### src/pnf_consts.svh
/*
  constants for the network receive filter: register offsets, field
  positions, reset values and mode codes. assumes inclusion by bare name.
*/
`ifndef PNF_CONSTS_SVH
`define PNF_CONSTS_SVH

// register offsets (word index on the plain register port)
`define A_FD_CONTROL_HIGH 4'h0
`define A_FD_STATUS_LOW   4'h1
`define A_RULE_COUNT      4'h2
`define A_ID_BASE         4'h4
`define A_PLD_BASE        4'h8
// field positions inside fd_control_high_reg
`define F_MODE_LO        0
`define F_RET_LO         2
`define F_AFL_STOP       4
// sizes and limits
`define MODE_W           2
`define RULES            2
`define RULE_CNT_MAX     2'h2
`define MIN_DLC          4'h4
`define WORD_BYTES       7'h04
// top bit of a rule image that survives one 32-bit shift-in step
`define RULE_KEEP_HI     195
// state codes
`define ST_AFL           2'h0
`define ST_ID_AFL        2'h1
`define ST_PLD_AFL       2'h2
`define ST_WAKE          2'h3
// reset values
`define RST_CTRL         5'h00
`define RST_CNT          2'h0

`endif

### src/pnf_pkg.sv
/*
  types for the network receive filter: frame carrier, rule layout,
  decision carrier and state enum. assumes nothing else.
*/
package pnf_pkg;

  typedef enum logic [1:0] {
    ST_AFL_ONLY = 2'b00,
    ST_ID_AFL   = 2'b01,
    ST_PLD_AFL  = 2'b10,
    ST_WAKE     = 2'b11
  } filt_state_e;

  // received frame, delivered by the protocol receive path
  typedef struct packed {
    logic         valid;
    logic         ide;
    logic         rtr;
    logic [28:0]  id;
    logic [3:0]   dlc;
    logic [6:0]   len;      // payload length in bytes, 0..64
    logic [511:0] data;     // byte 0 in bits 7:0
    logic         afl_hit;  // acceptance list result from outside
    logic [15:0]  afl_ptr;
    logic [4:0]   afl_dest;
  } frame_s;

  typedef struct packed {
    logic         store;
    logic         by_net;
    logic [15:0]  ptr;
    logic [4:0]   dest;
  } verdict_s;

  // one network rule: id part and payload part
  typedef struct packed {
    logic         ide;
    logic         rtr;
    logic [28:0]  id;
    logic         ide_m;
    logic         rtr_m;
    logic [28:0]  id_m;
    logic [3:0]   dlc;
    logic [15:0]  ptr;
    logic [4:0]   dest;
    logic         and_or;   // 0 = and, 1 = or
    logic [1:0]   rng;      // per filter: range mode
    logic [1:0]   outside;  // per filter: outside limits passes
    logic [3:0]   off0;
    logic [3:0]   off1;
    logic [31:0]  d0;       // match data or upper limit
    logic [31:0]  m0;       // match mask or lower limit
    logic [31:0]  d1;
    logic [31:0]  m1;
  } rule_s;

  typedef struct packed {
    filt_state_e   state;
    logic [1:0]    mode_ctl;
    logic [1:0]    ret_sel;
    logic          afl_stop;
    logic [1:0]    rule_cnt;
    rule_s [1:0]   rule;
    verdict_s      verdict;
    logic          verdict_v;
    logic [31:0]   rdata;
  } regs_s;

endpackage : pnf_pkg

### src/pretended_network_receive_filter.sv
/*
  pretended network receive filter: decides per received frame whether it
  is stored and under which rule, and tracks the filter operating state.
  assumes a plain register port with one-cycle strobes, read data in the
  next cycle, and a receive path that offers one decoded frame per valid.
*/
`include "pnf_consts.svh"
`timescale 1ns/1ns
`default_nettype none

module pretended_network_receive_filter
  import pnf_pkg::*;
(
  input  wire logic         clk,
  input  wire logic         rst,
  input  wire logic [7:0]   addr,
  input  wire logic [31:0]  wdata,
  input  wire logic         wr,
  input  wire logic         rd,
  output logic      [31:0]  rdata,
  input  wire frame_s       frame,
  output var verdict_s      verdict,
  output logic              verdict_valid,
  output logic      [1:0]   filter_state_status
);

  regs_s q, d;

  // the 32-bit payload word at a word offset, little-endian bytes
  function automatic logic [31:0] pick_word(input logic [511:0] data,
                                            input logic [3:0] off);
    pick_word = data[{off, 5'h00} +: 32];
  endfunction : pick_word

  // one payload filter; short payloads fail it
  function automatic logic pld_pass(input frame_s f, input logic [3:0] off,
                                    input logic rng, input logic outside,
                                    input logic [31:0] dat,
                                    input logic [31:0] msk);
    logic [31:0] v;
    logic        in_rng;
    v      = pick_word(f.data, off);
    in_rng = (v >= msk) && (v <= dat);
    if ({1'b0, f.len} < ({1'b0, off, 2'b00} + {1'b0, `WORD_BYTES}))
      pld_pass = 1'b0;
    else if (rng)
      pld_pass = outside ? !in_rng : in_rng;
    else
      pld_pass = ((v ^ dat) & msk) == 32'h0000_0000;
  endfunction : pld_pass

  // id filter of one rule: ide, rtr and id under their masks; the dlc check is separate
  function automatic logic id_hit(input frame_s f, input rule_s r);
    id_hit = (((f.ide ^ r.ide) & r.ide_m) == 1'b0) &&
             (((f.rtr ^ r.rtr) & r.rtr_m) == 1'b0) &&
             (((f.id ^ r.id) & r.id_m) == 29'h0);
  endfunction : id_hit

  // register reads decode; unmapped addresses read as zero
  function automatic logic [31:0] reg_read(input regs_s s, input logic [7:0] a);
    logic [3:0] idx;
    idx      = a[3:0];
    reg_read = 32'h0000_0000;
    if (a[7:4] != 4'h0)
      reg_read = 32'h0000_0000;
    else if (idx == `A_FD_CONTROL_HIGH)
      reg_read = {27'h0, s.afl_stop, s.ret_sel, s.mode_ctl};
    else if (idx == `A_FD_STATUS_LOW)
      reg_read = {30'h0, s.state};
    else if (idx == `A_RULE_COUNT)
      reg_read = {30'h0, s.rule_cnt};
  endfunction : reg_read

  logic        hit0, hit1, any_hit, sel, pass, dlc_ok, pld_ok;
  logic        sel_f0, sel_f1;
  rule_s       r;

  // frame decision and state update
  always_comb begin
    d           = q;
    d.verdict_v = 1'b0;
    d.verdict   = '0;
    d.rdata     = rd ? reg_read(q, addr) : 32'h0000_0000;
    // rules beyond the configured count are not checked
    hit0    = (q.rule_cnt != `RST_CNT) && id_hit(frame, q.rule[0]);
    hit1    = (q.rule_cnt == `RULE_CNT_MAX) && id_hit(frame, q.rule[1]);
    any_hit = hit0 || hit1;
    sel     = !hit0;
    r       = q.rule[sel];
    dlc_ok  = (r.dlc == 4'h0) || (frame.dlc >= r.dlc);
    sel_f0  = pld_pass(frame, r.off0, r.rng[0], r.outside[0], r.d0, r.m0);
    sel_f1  = pld_pass(frame, r.off1, r.rng[1], r.outside[1], r.d1, r.m1);
    pld_ok  = r.and_or ? (sel_f0 || sel_f1) : (sel_f0 && sel_f1);
    if (frame.rtr || frame.dlc < `MIN_DLC)
      pld_ok = 1'b0;
    pass = any_hit && dlc_ok && pld_ok;
    if (frame.valid) begin
      d.verdict_v = 1'b1;
      unique case (q.state)
        ST_AFL_ONLY: begin
          d.verdict.store = frame.afl_hit;
        end
        ST_ID_AFL: begin
          if (any_hit) begin
            d.verdict.store  = dlc_ok;
            d.verdict.by_net = 1'b1;
          end else
            d.verdict.store = frame.afl_hit && !q.afl_stop;
        end
        ST_PLD_AFL: begin
          if (any_hit) begin
            d.verdict.store  = pass;
            d.verdict.by_net = 1'b1;
          end else
            d.verdict.store = frame.afl_hit && !q.afl_stop;
        end
        ST_WAKE: begin
          d.verdict.store  = pass;
          d.verdict.by_net = any_hit;
          if (pass)
            d.state = filt_state_e'(q.ret_sel);
        end
      endcase
      if (d.verdict.by_net) begin
        d.verdict.ptr  = r.ptr;
        d.verdict.dest = r.dest;
      end else if (d.verdict.store) begin
        d.verdict.ptr  = frame.afl_ptr;
        d.verdict.dest = frame.afl_dest;
      end
    end
    // software writes; a mode write takes precedence over the auto return
    if (wr && addr[7:4] == 4'h0) begin
      if (addr[3:0] == `A_FD_CONTROL_HIGH) begin
        d.mode_ctl = wdata[`F_MODE_LO +: `MODE_W];
        d.ret_sel  = wdata[`F_RET_LO +: `MODE_W];
        d.afl_stop = wdata[`F_AFL_STOP];
        d.state    = filt_state_e'(wdata[`F_MODE_LO +: `MODE_W]);
      end else if (addr[3:0] == `A_RULE_COUNT) begin
        d.rule_cnt = (wdata[1:0] > `RULE_CNT_MAX) ? `RULE_CNT_MAX : wdata[1:0];
      end
    end
    // a rule is too wide for one port word, so each write shifts the
    // word into the low end of the image; the oldest bits fall off the top
    if (wr && addr[7:4] == 4'h1) begin
      d.rule[addr[3]] = rule_s'({q.rule[addr[3]][`RULE_KEEP_HI:0], wdata});
    end
  end

  // registered state; reset lands in acceptance-only
  always_ff @(posedge clk or posedge rst) begin
    if (rst) begin
      q          <= '0;
      q.state    <= ST_AFL_ONLY;
      q.mode_ctl <= 2'h0;
      q.rule_cnt <= `RST_CNT;
    end else begin
      q <= d;
    end
  end

  assign rdata               = q.rdata;
  assign verdict             = q.verdict;
  assign verdict_valid       = q.verdict_v;
  assign filter_state_status = q.state;

endmodule : pretended_network_receive_filter

`default_nettype wire

### config.mk
export PLATFORM = sky130hd
export DESIGN_NAME = pretended_network_receive_filter
export DESIGN_NICKNAME = d
export VERILOG_FILES = /design/src/pnf_pkg.sv /design/src/pretended_network_receive_filter.sv
export VERILOG_INCLUDE_DIRS = /design/src
export SDC_FILE = /design/constraint.sdc
export NUM_CORES = 2
export LEC_CHECK = 0
export ABC_AREA = 1
export BUFFER_PORTS_ARGS = -buffer_cell sky130_fd_sc_hd__buf_2
export CAP_MARGIN = 20
export CORE_AREA = 3 3 263 265
export DETAILED_ROUTE_END_ITERATION = 7
export DIE_AREA = 0 0 266 268
export GPL_ROUTABILITY_DRIVEN = 0
export PLACE_DENSITY_LB_ADDON = 0.25
export SYNTH_ARGS = -nofsm -noshare
export SYNTH_HDL_FRONTEND = slang
export SYNTH_SLANG_ARGS = --single-unit
### constraint.sdc
create_clock -name clk -period 24.5 [get_ports clk]
set_clock_uncertainty 0.15 [all_clocks]
set_input_delay 6.125 -clock clk [delete_from_list [all_inputs] [get_ports clk]]
set_output_delay 6.125 -clock clk [all_outputs]
set_load 0.03 [all_outputs]
* Word-level counts from Yosys, hierarchy flattened
Cells that the tools add are included.
** Cells by class
- Reduce and logical (&&, ||, !) cells :: 36
- $add $sub $neg :: 2
- Magnitude comparators :: 12
- Bitwise operators :: 21
- Muxes and demuxes :: 38
- Equality and inequality tests :: 7
- Shifts and indexed selects :: 2
** Operators by type and width (number)
- $shiftx 512x10->32 :: 2
- $bwmux 456 :: 1
- $mux 196 :: 2
- $mux 166 :: 2
- $demux 228 s1 :: 1
- $mux 228 :: 1
- $and 32x32->32 :: 2
- $ge 32x32->1 :: 2
- $le 32x32->1 :: 2
- $logic_not 32->1 :: 2
- $xor 32x32->32 :: 2
- $and 29x29->29 :: 2
- $logic_not 29->1 :: 2
- $xor 29x29->29 :: 2
- $mux 21 :: 2
- $mux 32 :: 1
- $mux 24 :: 1
- $mux 2 :: 8
- $logic_and 1x1->1 :: 15
- $add 6x3->7 const B :: 2
- $lt 7x7->1 :: 2
- $mux 1 :: 13
- $logic_not 4->1 :: 3
- $mux 5 :: 2
- other kinds (24) :: 44
** Storage, ports and cells
- Word-level logic and storage cells :: 165
- Bits in registers :: 521
- Bits of input ports :: 621
- Output and inout bits :: 58

* Depth between registers and ports, before layout
- Word-level depth :: 26
- Gate-level depth with buffers :: 42

* Worst setup path before layout
OpenSTA, ideal clock, no wires.
- Path kind :: input-to-reg
- Start point :: in frame[574] in the netlist's numbering
- End point :: reg q (netlist bit verdict[11])
- Arrival time :: 10.225 ns
- Setup slack :: 14.059 ns
- Stages on the path :: 40
- Data required time :: 24.284 ns
- Cells stage by stage :: inv_1 -> nand2_1 -> nand3_1 -> nand2_1 -> nor2_1 -> nand2_1 -> nor2_4 -> nand2_2 -> buf_4 -> nand2_1 -> o21ai_4 -> inv_2 -> buf_2 -> clkbuf_1 -> o21ai_0 -> a21oi_1 -> nor3_1 -> o32ai_1 -> (+4 left out) -> inv_1 -> nor4_1 -> and3_1 -> o21ai_0 -> nand2_1 -> nand2_1 -> nand2_1 -> nand2_1 -> nand3_1 -> nand3_1 -> a21oi_1 -> nand2_1 -> nand2_1 -> nand2_2 -> nand2_4 -> buf_6 -> nand3_2 -> nand2_1
** RTL lines
- start, declared :: line pretended_network_receive_filter.sv:21 : input wire frame_s frame,
- end, declared :: line pretended_network_receive_filter.sv:27 : regs_s q, d;

==> impl_results.md <==
* Status: finished with violations
* Failing checks: design-rule violations
* Final nets at 6,405
* FF-to-FF End: verdict[3]
* Crit. End Element: flip-flop
* First-pass detailed-route iteration total at 8
* Synth top area share at 0.345
* Port bufs at 649
* Period utilization at 0.609
* Remaining global-route overflow at 0
* Clock transition at path regs at 0.06 ns
* First-pass GRT wire length at 215,000 um
* Crit path capture: verdict[3]
* Synth Register Bits at 494
* CP Launch Type: input pin
* Initial Util at 0.534
* RSZ-0062 raised after global routing: false
* Fin crit period at 14.91 ns
* Syn avg cell area at 6.78 um^2
* Die Span X at 266 um
* Num rows at 95
* Final instance area at 0.0406 mm^2
* Drt total wl at 147,000 um
* Dominant synthesized flop cell: dfrtp_1
* Post_cts resized at 0
* Register area share after synthesis at 0.345
* Power density over the cells at 71.7 mW/mm^2
* DR iter-0 viols at 6,038
* Clock tree buffer depth at 3
* Cell taking the most area after synthesis: dfrtp_1
* Via count at 39.6k
* Arrival time at the worst endpoint at 15.30 ns
* LEAKAGE at 21.2 nW
* Buf/Inv on CP at 9
* Final non-filler cell total at 6,597
* Number of vias per cell at 6.01
* H-tree depth at 2
* Worst setup path startpoint: frame[546]
* Async SR Flop Fraction at 1.00
* Share of cells above drive strength 1 at 0.149
* GR Util All Layers at 0.393
* WHS Path Cells at 2
* P&R area growth vs syn at 13.5%
* Cells after DPL at 6,460
* CP required at 24.89 ns
* Worst path max stage delay at 0.76 ns
* CTS tree: done
* Cts hold-fix bufs at 0
* Initial antenna violation count at 38
* Post-synth top cells: o21ai_0 (971), nand2_1 (850), inv_1 (787)
* CP delay by family, top: simple AND/OR/NAND/NOR gates
* Peak supply drop at 0.0485 mV
* Reg-to-reg setup timing slack at 14.81 ns
* Ports at 679
* Max Cap Violations at 0
* Worst Hold Class: flip-flop to flip-flop
* Core area at 0.0670 mm^2
* Largest net degree at the start of global routing at 267
* Die Y at 268 um
* Routed len/inst at 22.3 um
* Crit Path Class: input pin to flip-flop
* Max-Slew Margin vs Limit at 0.143
* Least-Margin Pin Slew at 1.29 ns
* Final core occ at 0.606
* Postcts setup bufs at 0
* Critical path's slowest cell: o32ai_1
* Clock Latency Late Sink at 0.61 ns
* Count leader, synth: o21ai_0
* CTS Buf Count at 51
* DRT antenna net count at 0
* Worst R2R Start: q[254]
* Placed cell area at 0.0388 mm^2
* DRC Markers at 4
* Overall Power at 2.92 mW
* Setup TNS at 0 ns
* Most Frequent Cell on Critical Path: nand2_1
* Root buffer cell: clkbuf_16
* Post-synth EDFFs at 0
* Synth area leaders: dfrtp_1 (35%), o21ai_0 (14%), a21oi_1 (9.9%), nand2_1 (8.9%), inv_1 (8.3%)
* Hold Vio Cnt, Final at 0
* Slew Limit Fails at 0
* Netlist cell types at 54
* Vias in the first global route at 35.5k
* Worst reg2reg path depth at 39
* Syn Inst Count at 5,281
* Ys Warns at 0
* Clk sink count at 494
* DP Wirelength at 111,000 um
* Area of the die at 0.0713 mm^2
* Max FO, Critical Path at 130
* Mapped cell area at 0.0358 mm^2
* FMAX at 67.1 MHz
* Number of cells on the critical path at 40
* Count of final setup violators at 0
[per-layer routing]
layer | vias to the layer above | part of all wire | wire length, um | track usage
li1 | 18300 | - | - | -
met1 | 18200 | 0.38 | 55900 | 0.513
met2 | 2597 | 0.42 | 61900 | 0.573
met3 | 543 | 0.13 | 18500 | 0.117
met4 | 14 | 0.074 | 10900 | 0.252
met5 | - | 0.00062 | 91 | 0
[through the flow]
stage          setup slack (ns)  hold WS, ns
2_1_floorplan              4.44        0.292
3_3_place_gp               9.39        0.309
3_5_place_dp               9.28        0.309
4_1_cts                    9.84        0.324
5_1_grt                    9.27        0.351
6_report                   9.59        0.321
[cell families after synthesis]
family,after synthesis,synth area share
mux,7,0.00220
other cells,1,0.000105
xor+xnor,4,0.000979
fa+ha+maj,142,0.0496
flops,494,0.345
buf+inv,1206,0.137
simple gates,1553,0.187
compound gates,1874,0.278
[state kept, by name (all words and copies together) (netlist names)]
signal,flops
q,463
filter_state_status,2
verdict,23
rdata,5
verdict_valid,1
[layout make-up]
| class | count | area (um^2) |
|---|---|---|
| antenna | 46 | 115 |
| clock buffer | 74 | 1500 |
| clock inverter | 15 | 148 |
| fill | 6418 | 26400 |
| inverter | 792 | 2990 |
| multi-input combinational | 3607 | 18700 |
| sequential | 494 | 12400 |
| tap | 873 | 1090 |
| timing repair buffer | 696 | 3680 |
[worst min path at each step]
| stage | from | endpoint | slack [ns] |
|---|---|---|---|
| final | q[518] | q[518] | 0.32 |
| after global routing | q[342] | q[342] | 0.35 |
| after floorplan | q[518] | q[518] | 0.29 |
| after global placement | q[518] | q[518] | 0.31 |
| after detailed placement | q[518] | q[518] | 0.31 |
| after CTS | q[518] | q[518] | 0.32 |
[worst register-to-register path, delay by kind of cell, from the launching register on]
kind	cells	cell delay, ns
compound gates	6	1.47
simple gates	24	4.27
buf+inv	8	2.97
fa+ha+maj	1	0.36
flops	1	0.39
[report_power, final]
group          total (mW)  switching [mW]  internal (mW)  leakage, nW
sequential           1.04          0.0902          0.953         6.25
clock               0.783           0.337          0.445        0.811
combinational        1.09           0.744          0.345         14.2
[cell usage in the layout, fill, tap and decap left out, drive strengths merged, types with 4 or more instances in the layout]
cell    instances
a21boi          4
a21o            9
a21oi         714
buf           696
clkbuf         74
clkinv         13
conb           27
dfrtp         494
diode          46
ha            142
inv           789
mux2            7
nand2         853
nand3         168
nand3b         25
nand4          17
nor2          260
nor3          207
nor4           11
o211ai         12
o21a            6
o21ai         982
o221ai          9
o311ai         11
o31ai          62
o32ai          56
or3             4
Power figures use the tool's default switching activity.
